**config.mk**
```make
export PLATFORM = sky130hd
export DESIGN_NAME = standard_timer
export DESIGN_NICKNAME = d
export VERILOG_FILES = /design/src/verilog/timer_pkg.sv /design/src/verilog/tick_divider.sv /design/src/verilog/standard_timer.sv
export SDC_FILE = /design/constraint.sdc
export NUM_CORES = 1
export LEC_CHECK = 0
export BUFFER_PORTS_ARGS = -buffer_cell sky130_fd_sc_hd__buf_4
export CAP_MARGIN = 40
export CELL_PAD_IN_SITES_DETAIL_PLACEMENT = 1
export CELL_PAD_IN_SITES_GLOBAL_PLACEMENT = 1
export CORE_ASPECT_RATIO = 0.5
export CORE_UTILIZATION = 42
export CTS_CLUSTER_DIAMETER = 120
export CTS_CLUSTER_SIZE = 28
export DETAILED_ROUTE_END_ITERATION = 10
export PLACE_DENSITY = 0.84
export SLEW_MARGIN = 30
export SYNTH_ARGS = -nofsm -noshare
export SYNTH_HDL_FRONTEND = slang
export SYNTH_SLANG_ARGS = --single-unit
```
**constraint.sdc**
```tcl
create_clock -name sys_clk -period 3.34 [get_ports sys_clk]
set_input_delay 0.668 -clock sys_clk [delete_from_list [all_inputs] [get_ports sys_clk]]
set_output_delay 0.668 -clock sys_clk [all_outputs]
set_load 0.05 [all_outputs]
```
**src/verilog/timer_pkg.sv**
```systemverilog
// Purpose: shared constants and types of the standard timer block
// Assumes: 32-bit APB register words, one aligned word per register
// Notes: control byte keeps the mode/pin/clear bit order of the timer core

package timer_pkg;

	////////////////////////////////////////////////////////////////////////////
	// register byte offsets
	localparam logic [7:0] OFS_CTRL = 8'h00;
	localparam logic [7:0] OFS_MODE = 8'h04;
	localparam logic [7:0] OFS_COUNT = 8'h08;
	localparam logic [7:0] OFS_DUTY = 8'h0C;
	localparam logic [7:0] OFS_PERIOD = 8'h10;
	localparam logic [7:0] OFS_STATUS = 8'h14;

	////////////////////////////////////////////////////////////////////////////
	// field positions
	localparam int CTRL_EN_BIT = 3;
	localparam int CTRL_DIV_LSB = 8;
	localparam int STAT_A_BIT = 0;
	localparam int STAT_P_BIT = 1;
	localparam int PERIOD_SHIFT = 8;

	////////////////////////////////////////////////////////////////////////////
	// reset values and widths
	localparam int CNT_W = 16;
	localparam int PER_W = 8;
	localparam logic [15:0] DUTY_RST = 16'h0000;
	localparam logic [7:0] PERIOD_RST = 8'h00;
	localparam logic [7:0] MODE_RST = 8'h00;
	localparam logic [16:0] FULL_SPAN = 17'h10000;

	////////////////////////////////////////////////////////////////////////////
	// operating modes and pin functions
	typedef enum logic [1:0] {
		MODE_COMPARE = 2'b00,
		MODE_CAPTURE = 2'b01,
		MODE_PWM = 2'b10,
		MODE_TIMER = 2'b11
	} mode_t;

	typedef enum logic [1:0] {
		PIN_HOLD = 2'b00,
		PIN_LOW = 2'b01,
		PIN_HIGH = 2'b10,
		PIN_TOGGLE = 2'b11
	} cmp_fn_t;

	typedef enum logic [1:0] {
		PWM_FORCE_OFF = 2'b00,
		PWM_FORCE_ON = 2'b01,
		PWM_WAVE = 2'b10,
		PWM_ONE_SHOT = 2'b11
	} pwm_fn_t;

	// mode control byte, msb first
	typedef struct packed {
		logic mode_select_hi;
		logic mode_select_lo;
		logic pin_function_hi;
		logic pin_function_lo;
		logic output_initial_level;
		logic output_invert;
		logic duty_period_swap;
		logic clear_source_select;
	} mode_ctrl_t;

endpackage

```
**src/verilog/tick_divider.sv**
```systemverilog
// Purpose: one-cycle timer clock enable from the system clock
// Assumes: ratio is held steady while running
// Notes: a tick every ratio+1 cycles; restart realigns the phase
`timescale 1ns/1ns

module tick_divider #(
	parameter int DIV_W = 8
) (
	input wire logic sys_clk,
	input wire logic reset_n,
	input wire logic run,
	input wire logic restart,
	input wire logic [DIV_W-1:0] ratio,
	output logic tick
);

	logic [DIV_W-1:0] div_cnt_ff;

	generate
		if (DIV_W < 1 || DIV_W > 16) begin : g_bad_width
			$error("tick_divider: DIV_W must be 1 to 16");
		end
	endgenerate

	// strobe is combinational so the counter sees it in the same cycle
	assign tick = run && (div_cnt_ff == ratio);

	// phase counter, parked at zero while stopped
	always_ff @(posedge sys_clk) begin
		if (!reset_n || restart || !run || tick) begin
			div_cnt_ff <= '0;
		end else begin
			div_cnt_ff <= div_cnt_ff + DIV_W'(1);
		end
	end

endmodule

```
**src/verilog/standard_timer.sv**
```systemverilog
// Purpose: compare-match, timer/counter and edge-aligned PWM timer with APB registers
// Assumes: all inputs synchronous to sys_clk; zero-wait APB slave
// Notes: capture and single-pulse modes are not served here
`timescale 1ns/1ns

module standard_timer
	import timer_pkg::*;
#(
	parameter int ADDR_W = 8,
	parameter int DIV_W = 8
) (
	input wire logic sys_clk,
	input wire logic reset_n,
	input wire logic psel,
	input wire logic penable,
	input wire logic pwrite,
	input wire logic [ADDR_W-1:0] paddr,
	input wire logic [31:0] pwdata,
	output logic [31:0] prdata,
	output logic pready,
	output logic pslverr,
	output logic timer_output_pin,
	output logic timer_output_en
);

	////////////////////////////////////////////////////////////////////////////
	// state
	logic counter_enable_bit_ff;
	logic enable_prev_ff;
	logic [DIV_W-1:0] div_ratio_ff;
	mode_ctrl_t mode_ctrl_ff;
	logic [15:0] duty_compare_value_ff;
	logic [7:0] period_compare_high_byte_ff;
	logic [CNT_W-1:0] count_ff;
	logic match_a_flag_ff;
	logic match_p_flag_ff;
	logic pin_level_ff;
	logic timer_output_pin_ff;

	logic wr_en;
	logic rd_en;
	logic addr_ok;
	logic tick;
	logic en_rise;
	logic step;
	mode_t mode;
	logic [1:0] pin_fn;
	logic cmp_like;
	logic clear_by_a;
	logic [CNT_W-1:0] p_last;
	logic [CNT_W-1:0] a_last;
	logic p_hit;
	logic a_hit;
	logic clear_hit;
	logic a_set;
	logic p_set;
	logic [16:0] p_span;
	logic [16:0] pwm_period;
	logic [16:0] pwm_duty;
	logic wave_active;
	logic nxt_pin_level;

	generate
		if (ADDR_W < 8 || ADDR_W > 32) begin : g_bad_addr
			$error("standard_timer: ADDR_W must be 8 to 32");
		end
		if (DIV_W < 1 || DIV_W > 16) begin : g_bad_div
			$error("standard_timer: DIV_W must be 1 to 16");
		end
	endgenerate

	// offset decode for the error answer; the read mux decodes the offsets in its own case
	function automatic logic is_mapped(input logic [ADDR_W-1:0] a);
		is_mapped = (a == ADDR_W'(OFS_CTRL)) || (a == ADDR_W'(OFS_MODE))
			|| (a == ADDR_W'(OFS_COUNT)) || (a == ADDR_W'(OFS_DUTY))
			|| (a == ADDR_W'(OFS_PERIOD)) || (a == ADDR_W'(OFS_STATUS));
	endfunction

	////////////////////////////////////////////////////////////////////////////
	// APB slave: every access completes in its first access cycle
	assign wr_en = psel && penable && pwrite;
	assign rd_en = psel && penable && !pwrite;
	assign addr_ok = is_mapped(paddr);
	assign pready = 1'b1;
	assign pslverr = psel && penable && !addr_ok;

	// read mux; narrow registers sit in low bits, the rest reads zero
	always_comb begin
		prdata = 32'h00000000;
		if (rd_en) begin
			unique case (paddr)
				ADDR_W'(OFS_CTRL): begin
					prdata[CTRL_EN_BIT] = counter_enable_bit_ff;
					prdata[CTRL_DIV_LSB +: DIV_W] = div_ratio_ff;
				end
				ADDR_W'(OFS_MODE): prdata[7:0] = mode_ctrl_ff;
				ADDR_W'(OFS_COUNT): prdata[CNT_W-1:0] = count_ff;
				ADDR_W'(OFS_DUTY): prdata[15:0] = duty_compare_value_ff;
				ADDR_W'(OFS_PERIOD): prdata[PER_W-1:0] = period_compare_high_byte_ff;
				ADDR_W'(OFS_STATUS): begin
					prdata[STAT_A_BIT] = match_a_flag_ff;
					prdata[STAT_P_BIT] = match_p_flag_ff;
				end
				default: prdata = 32'h00000000;
			endcase
		end
	end

	// control word: enable bit and timer clock divide ratio
	always_ff @(posedge sys_clk) begin
		if (!reset_n) begin
			counter_enable_bit_ff <= 1'b0;
			div_ratio_ff <= '0;
		end else if (wr_en && paddr == ADDR_W'(OFS_CTRL)) begin
			counter_enable_bit_ff <= pwdata[CTRL_EN_BIT];
			div_ratio_ff <= pwdata[CTRL_DIV_LSB +: DIV_W];
		end
	end

	// mode byte; changing it while running gives undefined waveforms
	always_ff @(posedge sys_clk) begin
		if (!reset_n) begin
			mode_ctrl_ff <= mode_ctrl_t'(MODE_RST);
		end else if (wr_en && paddr == ADDR_W'(OFS_MODE)) begin
			mode_ctrl_ff <= mode_ctrl_t'(pwdata[7:0]);
		end
	end

	// compare values
	always_ff @(posedge sys_clk) begin
		if (!reset_n) begin
			duty_compare_value_ff <= DUTY_RST;
			period_compare_high_byte_ff <= PERIOD_RST;
		end else if (wr_en) begin
			if (paddr == ADDR_W'(OFS_DUTY)) begin
				duty_compare_value_ff <= pwdata[15:0];
			end
			if (paddr == ADDR_W'(OFS_PERIOD)) begin
				period_compare_high_byte_ff <= pwdata[PER_W-1:0];
			end
		end
	end

	////////////////////////////////////////////////////////////////////////////
	// enable edge and timer clock
	always_ff @(posedge sys_clk) begin
		if (!reset_n) begin
			enable_prev_ff <= 1'b0;
		end else begin
			enable_prev_ff <= counter_enable_bit_ff;
		end
	end

	assign en_rise = counter_enable_bit_ff && !enable_prev_ff;

	tick_divider #(
		.DIV_W(DIV_W)
	) u_tick (
		.sys_clk(sys_clk),
		.reset_n(reset_n),
		.run(counter_enable_bit_ff),
		.restart(en_rise),
		.ratio(div_ratio_ff),
		.tick(tick)
	);

	assign step = counter_enable_bit_ff && tick && !en_rise;

	////////////////////////////////////////////////////////////////////////////
	// comparators
	assign mode = mode_t'({mode_ctrl_ff.mode_select_hi, mode_ctrl_ff.mode_select_lo});
	assign pin_fn = {mode_ctrl_ff.pin_function_hi, mode_ctrl_ff.pin_function_lo};
	assign cmp_like = (mode == MODE_COMPARE) || (mode == MODE_TIMER);

	// match on the last count before the boundary, so the boundary clears;
	// a zero period byte makes p_last all ones, i.e. plain overflow
	assign p_last = {period_compare_high_byte_ff, 8'h00} - 16'h0001;
	assign a_last = duty_compare_value_ff - 16'h0001;
	assign p_hit = (count_ff == p_last);
	assign a_hit = (count_ff == a_last);

	// PWM ignores clear select, the swap bit picks the clearing comparator
	always_comb begin
		if (mode == MODE_PWM) begin
			clear_by_a = mode_ctrl_ff.duty_period_swap;
		end else if (cmp_like) begin
			clear_by_a = mode_ctrl_ff.clear_source_select;
		end else begin
			clear_by_a = 1'b0;
		end
	end

	assign clear_hit = clear_by_a ? a_hit : p_hit;
	assign a_set = step && a_hit;
	// with A clear select in compare or timer mode, suppress the P flag even when the P match is reached
	assign p_set = step && p_hit && !(cmp_like && mode_ctrl_ff.clear_source_select);

	////////////////////////////////////////////////////////////////////////////
	// counter: zero on enable rise, hold while off
	always_ff @(posedge sys_clk) begin
		if (!reset_n) begin
			count_ff <= '0;
		end else if (en_rise) begin
			count_ff <= '0;
		end else if (step) begin
			count_ff <= clear_hit ? '0 : count_ff + 16'h0001;
		end
	end

	// match flags: hardware set beats a write-one clear in the same cycle
	always_ff @(posedge sys_clk) begin
		if (!reset_n) begin
			match_a_flag_ff <= 1'b0;
			match_p_flag_ff <= 1'b0;
		end else begin
			if (a_set) begin
				match_a_flag_ff <= 1'b1;
			end else if (wr_en && paddr == ADDR_W'(OFS_STATUS) && pwdata[STAT_A_BIT]) begin
				match_a_flag_ff <= 1'b0;
			end
			if (p_set) begin
				match_p_flag_ff <= 1'b1;
			end else if (wr_en && paddr == ADDR_W'(OFS_STATUS) && pwdata[STAT_P_BIT]) begin
				match_p_flag_ff <= 1'b0;
			end
		end
	end

	////////////////////////////////////////////////////////////////////////////
	// PWM waveform; 17 bits so a zero byte can stand for 65536
	assign p_span = (period_compare_high_byte_ff == 8'h00) ? FULL_SPAN
		: {1'b0, period_compare_high_byte_ff, 8'h00};
	assign pwm_period = mode_ctrl_ff.duty_period_swap ? {1'b0, duty_compare_value_ff} : p_span;
	assign pwm_duty = mode_ctrl_ff.duty_period_swap ? p_span : {1'b0, duty_compare_value_ff};
	// count never reaches the period, so duty >= period stays active
	assign wave_active = ({1'b0, count_ff} < pwm_duty);

	////////////////////////////////////////////////////////////////////////////
	// output level before inversion
	always_comb begin
		nxt_pin_level = pin_level_ff;
		if (en_rise) begin
			nxt_pin_level = mode_ctrl_ff.output_initial_level;
		end else begin
			unique case (mode)
				MODE_COMPARE: begin
					// only comparator A moves the pin
					if (a_set) begin
						unique case (cmp_fn_t'(pin_fn))
							PIN_HOLD: nxt_pin_level = pin_level_ff;
							PIN_LOW: nxt_pin_level = 1'b0;
							PIN_HIGH: nxt_pin_level = 1'b1;
							PIN_TOGGLE: nxt_pin_level = !pin_level_ff;
						endcase
					end
				end
				MODE_PWM: begin
					// the waveform keeps running even when forced
					unique case (pwm_fn_t'(pin_fn))
						PWM_FORCE_OFF: nxt_pin_level = !mode_ctrl_ff.output_initial_level;
						PWM_FORCE_ON: nxt_pin_level = mode_ctrl_ff.output_initial_level;
						PWM_WAVE: nxt_pin_level = wave_active
							? mode_ctrl_ff.output_initial_level
							: !mode_ctrl_ff.output_initial_level;
						PWM_ONE_SHOT: nxt_pin_level = !mode_ctrl_ff.output_initial_level;
					endcase
				end
				MODE_CAPTURE, MODE_TIMER: nxt_pin_level = pin_level_ff;
			endcase
		end
	end

	always_ff @(posedge sys_clk) begin
		if (!reset_n) begin
			pin_level_ff <= 1'b0;
			timer_output_pin_ff <= 1'b0;
		end else begin
			pin_level_ff <= nxt_pin_level;
			timer_output_pin_ff <= nxt_pin_level ^ mode_ctrl_ff.output_invert;
		end
	end

	assign timer_output_pin = timer_output_pin_ff;
	// pin is released in timer mode, so polarity and level have no effect there
	assign timer_output_en = (mode == MODE_COMPARE) || (mode == MODE_PWM);

	////////////////////////////////////////////////////////////////////////////
	// checks
	enable_zero_a:
	assert property (@(posedge sys_clk) disable iff (!reset_n)
		en_rise |=> (count_ff == 16'h0000))
		else $error("count not zero after enable rise");

	disabled_hold_a:
	assert property (@(posedge sys_clk) disable iff (!reset_n)
		(!counter_enable_bit_ff && !en_rise) |=> $stable(count_ff))
		else $error("count moved while disabled");

	count_step_a:
	assert property (@(posedge sys_clk) disable iff (!reset_n)
		(step && !clear_hit) |=> (count_ff == $past(count_ff) + 16'h0001))
		else $error("count did not step by one");

	period_clear_a:
	assert property (@(posedge sys_clk) disable iff (!reset_n)
		(step && !clear_by_a && count_ff == {period_compare_high_byte_ff, 8'h00} - 16'h0001)
		|=> (count_ff == 16'h0000))
		else $error("period match did not clear count");

	no_p_flag_a:
	assert property (@(posedge sys_clk) disable iff (!reset_n)
		(cmp_like && mode_ctrl_ff.clear_source_select && !match_p_flag_ff
		&& !(wr_en && paddr == ADDR_W'(OFS_MODE))) |=> !match_p_flag_ff)
		else $error("P flag raised with A clear select");

	a_flag_set_a:
	assert property (@(posedge sys_clk) disable iff (!reset_n)
		(step && a_hit) |=> match_a_flag_ff)
		else $error("A flag not raised on match");

	pin_reload_a:
	assert property (@(posedge sys_clk) disable iff (!reset_n)
		(en_rise && mode == MODE_COMPARE)
		|=> (timer_output_pin == ($past(mode_ctrl_ff.output_initial_level)
		^ $past(mode_ctrl_ff.output_invert))))
		else $error("pin not reloaded on enable rise");

	pin_nochange_a:
	assert property (@(posedge sys_clk) disable iff (!reset_n)
		(mode == MODE_COMPARE && pin_fn == 2'b00 && !en_rise) |=> $stable(pin_level_ff))
		else $error("pin moved with no-change function");

	full_duty_a:
	assert property (@(posedge sys_clk) disable iff (!reset_n)
		(mode == MODE_PWM && pin_fn == 2'b10 && !en_rise && pwm_duty >= pwm_period)
		|=> (timer_output_pin == ($past(mode_ctrl_ff.output_initial_level)
		^ $past(mode_ctrl_ff.output_invert))))
		else $error("full duty not held active");

	timer_release_a:
	assert property (@(posedge sys_clk) disable iff (!reset_n)
		(mode == MODE_TIMER) |-> !timer_output_en)
		else $error("pin driven in timer mode");

endmodule

```
Yosys cells after proc, flatten, opt, wreduce, memory -nomap -nowiden:

Index checks and enable logic that the tools add are counted.

* word-level logic and storage cells: 109
* output and inout port bits: 36
* bits in registers: 70
* input port bits: 45

* magnitude comparators: 1
* bitwise operators: 2
* eq/ne operators: 14
* add/subtract/negate cells: 4
* multiplexer cells: 22
* reductions and logical operators: 47

Operators with widths (count)
* two-way mux 17 bit: 2
* equality test 16 bit: 2
* two-way mux 16 bit: 2
* subtractor 16 x 1 -> 16 bit (second input constant): 2
* one-hot mux 8 bit (3 select lines): 1
* logical AND 1 bit: 17
* < comparator 16 x 17 -> 1 bit: 1
* adder 16 x 1 -> 16 bit (second input constant): 1
* equality test 8 x 4 -> 1 bit (second input constant): 2
* equality test 8 x 5 -> 1 bit (second input constant): 2
* logical NOT 8 bit: 2
* one-hot mux 4 bit (4 select lines): 1
* logical OR 1 bit: 10
* two-way mux 1 bit: 10
* one-hot mux 2 bit (5 select lines): 1
* logical NOT 1 bit: 9
* adder 8 x 1 -> 8 bit (second input constant): 1
* equality test 2 bit (second input constant): 4
* equality test 8 x 3 -> 1 bit (second input constant): 1
* equality test 8 bit: 1
* one-hot mux 1 bit (4 select lines): 2
* one-hot mux 1 bit (3 select lines): 2
* OR reduction 2 bit: 3
* one-hot mux 1 bit (5 select lines): 1
* 6 further kinds: 10

Logic depth before layout (Yosys ltp):

* word-level depth: 9
* gate-level depth with buffers: 14
* gate-level depth less buffers: 12

Modules after synthesis:

Synthesis repeated with hierarchy kept, for this count alone.

* cell total of the unflattened synthesis: 671
* area total of the unflattened synthesis: 5290.1 µm²

Modules (own cells, without submodules)
* standard_timer: seq. area each 1241.2 µm², times used 1, area an instance 4817.1 µm², cells an instance 624
* tick_divider: seq. area each 160.2 µm², times used 1, area an instance 473.0 µm², cells an instance 47

Least setup slack after synthesis:

OpenSTA, ideal clock, no wires.

* kind: input port to output port
* start point: in paddr[4]
* end point: out pslverr
* setup slack: 0.018 ns
* arrival time: 2.654 ns
* required time: 2.672 ns
* stages: 5
* path buffers: 1
* cell sequence: nor4_1 and3_1 clkbuf_1 or4_1 nor3_1

* word-level cells in the longest chain between the ends: 8
* elaborated cells on any way between the ends: 13
* those cells by class: eq/ne (5); reduce/logical (8)

Ends and longest elaborated chain
* start, declared: RTL line standard_timer.sv:17 `input wire logic [ADDR_W-1:0] paddr,`
* equality test 8 x 3 -> 1 bit or logical NOT 8 bit (tied branches): RTL line standard_timer.sv:74 `is_mapped = (a == ADDR_W'(OFS_CTRL)) || (a == ADDR_W'(OFS_MODE))`
* logical OR 1 bit: RTL line standard_timer.sv:74
* logical OR 1 bit (2 in series): RTL line standard_timer.sv:75 `|| (a == ADDR_W'(OFS_COUNT)) || (a == ADDR_W'(OFS_DUTY))`
* logical OR 1 bit: RTL line standard_timer.sv:76 `|| (a == ADDR_W'(OFS_PERIOD)) || (a == ADDR_W'(OFS_STATUS));`
* logical OR 1 bit *: RTL line standard_timer.sv:76
* logical NOT 1 bit *: RTL line standard_timer.sv:85 `assign pslverr = psel && penable && !addr_ok;`
* logical AND 1 bit *: RTL line standard_timer.sv:85
* end, declared: RTL line standard_timer.sv:21 `output logic pslverr,`

Mark *: on every way between the ends. The rest lies on a longest branch, timed or not.

Final worst setup path:

* start point: reg duty_compare_value_ff[3]
* end point: reg timer_output_pin_ff (netlist: timer_output_pin)

* word-level cells in the longest chain between the ends: 7
* elaborated cells on any way between the ends: 11
* those cells by class: add/sub (1); order compare (1); eq/ne (1); mux (6); bitwise (1); reduce/logical (1)

Ends and longest elaborated chain
* start, declared: RTL line standard_timer.sv:32 `logic [15:0] duty_compare_value_ff;`
* start signal, assigned: RTL line standard_timer.sv:136 `duty_compare_value_ff <= pwdata[15:0];`
* subtractor 16 x 1 -> 16 bit or two-way mux 17 bit (tied branches): RTL line standard_timer.sv:178, standard_timer.sv:234
* equality test 16 bit or < comparator 16 x 17 -> 1 bit (tied branches): RTL line standard_timer.sv:180, standard_timer.sv:236
* logical AND 1 bit or two-way mux 1 bit (tied branches): RTL line standard_timer.sv:194, standard_timer.sv:263
* two-way mux 1 bit or one-hot mux 1 bit (3 select lines) (tied branches): RTL line standard_timer.sv:248, standard_timer.sv:259
* one-hot mux 1 bit (3 select lines) *: RTL line standard_timer.sv:245 `unique case (mode)`
* two-way mux 1 bit *: RTL line standard_timer.sv:242 `if (en_rise) begin`
* bitwise XOR 1 bit *: RTL line standard_timer.sv:279 `timer_output_pin_ff <= nxt_pin_level ^ mode_ctrl_ff.output_invert;`
* end signal, assigned: RTL line standard_timer.sv:279
* end, declared: RTL line standard_timer.sv:38 `logic timer_output_pin_ff;`

Marked as above.
A chain may end at the register's enable or synchronous reset.

==> run summary <==
clk buf depth: 2
clk slew on worst S/H paths: 0.06 ns
Crit path max-delay family: simple AND/OR/NAND/NOR gates
antenna cells: 0
crit path DAT: 3.53 ns
Initial DRC Count: 373
final wirelength: 16.2 mm
Post-synth EDFFs: 0
setup repair bufs after CTS: 0
DIE AREA: 12500 µm²
Total GRT Usage: 27.6%
post_cts resized: 0
Worst-Margin Slew: 0.796 ns
Synthesis Warnings: 0
max-cap violations: 0
placed insts: 836
CP startpoint kind: register
Finished Layout Cells: 852
grt ovf: 0
Die Width: 157 µm
Critical R2R Capture: timer_output_pin$_SDFF_PN0_
hold path depth: 2
status: completed
hold endpoint: match_a_flag_ff$_SDFFE_PN0P_
Top Ports: 81
Clock Tree Root: clkbuf_16
CTS Hold Bufs: 0
Final ANT Viol Nets: 0
Post-synth ARST share: 0%
worst r2r src: duty_compare_value_ff[3]$_SDFFE_PN0P_
Multi-input gate area: 3330 µm²
worst hold-check path type: register to register
Worst Path Buf+Inv: 0
reg2reg setup slack: 0.09 ns
Final HPWL DP: 12.1 mm
Mapped Area: 5060 µm²
DR pass1 iterations: 5
fill count: 1430
total core area: 11400 µm²
global-route wire length before repair: 26.3 mm
CTS tree: yes
top_reg_cell synth: dfxtp_1
Row Count: 27
unrepaired setup endpoints after global routing: false
# nets final: 758
layout cells sized above 1: 18.8%
crit path cell chain: nor4_1, nand3_1, o22a_1, a211oi_2, nand4_1, or2_4, o41ai_1, a32o_2, mux2i_1
setup violators final: 0
Worst setup EP type: register
Worst EP required: 3.61 ns
Syn-to-layout area delta: 15.0%
final-report hold violation count: 0
vias in the first global route: 4986
Total Neg Setup Slack: 0 ns
die height: 79.6 µm
Slew HR: 46.9%
Peak supply drop: 264 µV
#FFs+latches synth: 70
worst-skew pair later-pin latency: 0.34 ns
antenna violations before repair: 0
Max Fanout on Critical Path: 9
Worst Path Class, Setup: register to register
Slowest-stage cell, CP: nor4_1
fin area: 5820 µm²
clk sinks: 70
hold wc startpoint: match_a_flag_ff$_SDFFE_PN0P_
DP Area: 5490 µm²
initial core utilization: 44.6%
Mapped Cells: 658
max incr delay on CP: 0.55 ns
Avg Inst Size Synth: 7.69 µm²
Worst Reg-to-Reg Cells: 9
Power Density: 351 nW/µm²
gp weighted congestion: 0.870
period utilization: 97.4%
pin count of the biggest net entering global routing: 35
commonest non-fill, non-tap cell in the layout: nand2_1
post-synth cell types: 63
fin. max-slew vios: 0
total vias in the final route: 4906
Tmin final: 3.25 ns
post-synthesis sequential area ratio: 27.7%
post-layout util: 51.3%
DR vias/cell: 5.76
DRC violations left: 0
flip-flop and latch area: 1400 µm²
drt wl/cell: 19.1 µm
Port Buffers: 47
Final Power: 2.04 mW
Fmax: 307 MHz
H-tree depth: 3
most frequent cells in the layout: nand2_1 (88), dfxtp_1 (70), buf_4 (68), a21oi_1 (61), nor2_1 (53)
TritonCTS Buffers: 9
leak pwr: 2.21 nW
Final Skew: 0.00716 ns
[worst reg2reg max path, cell delays in order (launching register included)]
cell      delay (ns)
dfxtp_1         0.40
nor4_1          0.55
nand3_1         0.21
o22a_1          0.28
a211oi_2        0.31
nand4_1         0.29
or2_4           0.32
o41ai_1         0.39
a32o_2          0.26
mux2i_1         0.18
[power breakdown]
| group | internal, mW | switching [mW] | total, mW |
|---|---|---|---|
| Clock | 0.665 | 0.419 | 1.08 |
| Combinational | 0.0327 | 0.0912 | 0.124 |
| Sequential | 0.835 | 0.000343 | 0.835 |
| Total | 1.53 | 0.510 | 2.04 |
[through the flow]
step / setup WS [ns] / hold slack (ns)
2_1_floorplan: 0.0176 / 0.450
3_3_place_gp: 0.287 / 0.465
3_5_place_dp: 0.249 / 0.484
4_1_cts: 0.186 / 0.498
5_1_grt: 0.00581 / 0.522
6_report: 0.0866 / 0.495
[metal layers]
metal | GRT usage [%] | vias to the layer above | wire (µm)
met5 | 0 | - | 0
met4 | 9.81 | 0 | 314
met3 | 7.17 | 25 | 1190
met2 | 43.8 | 161 | 7240
met1 | 36.0 | 2407 | 7500
li1 | - | 2313 | -
[registers in the layout (all words and copies together) (netlist names)]
name and flops:
counter_enable_bit_ff 1, period_compare_high_byte_ff 8, match_a_flag_ff 1, mode 2, enable_prev_ff 1, pin_level_ff 1, duty_compare_value_ff 16, div_ratio_ff 8
mode_ctrl_ff 6, timer_output_pin 1, u_tick.div_cnt_ff 8, count_ff 16, match_p_flag_ff 1
[kinds of logic after synthesis]
family | share of synthesized area [%]
AO/OA/AOI/OAI | 15.6
XOR/XNOR | 10.0
adder cells (fa/ha/maj) | 6.18
buffers and inverters | 7.67
flip-flops | 27.7
multiplexers | 5.96
other | 0.148
AND/OR/NAND/NOR | 26.8
[layout make-up]
class,count,area share (%)
Clock buffer,9,3.87
Clock inverter,7,1.76
Inverter,14,0.903
Multi-Input combinational cell,525,57.2
Sequential cell,70,24.1
Tap cell,159,3.42
Timing Repair Buffer,68,8.77
[synthesized netlist by cell type, types with 13 or more instances]
master / number / share of area [%]
a21oi_1: 61 / 6.0
inv_1: 13 / 0.96
ha_1: 25 / 6.2
xor2_1: 23 / 4.0
nor2_1: 53 / 3.9
buf_4: 17 / 2.5
dfxtp_1: 70 / 28
mux2_2: 17 / 3.8
a22oi_1: 19 / 2.8
nand3_1: 47 / 4.6
clkbuf_1: 37 / 2.7
xnor2_1: 35 / 6.1
nand2_1: 88 / 6.5
[worst max-delay path by stage]
stage / start / endpoint / slack [ns] / cells past startpoint
after global routing: duty_compare_value_ff[3]$_SDFFE_PN0P_ / timer_output_pin$_SDFF_PN0_ / 0.006 / 9
after detailed placement: duty_compare_value_ff[0]$_SDFFE_PN0P_ / timer_output_pin$_SDFF_PN0_ / 0.25 / 11
after CTS: duty_compare_value_ff[3]$_SDFFE_PN0P_ / timer_output_pin$_SDFF_PN0_ / 0.19 / 9
after floorplan: paddr[4] / pslverr / 0.02 / 5
final: duty_compare_value_ff[3]$_SDFFE_PN0P_ / timer_output_pin$_SDFF_PN0_ / 0.09 / 9
after global placement: paddr[5] / prdata[1] / 0.29 / 7
Power figures use the tool's default switching activity.
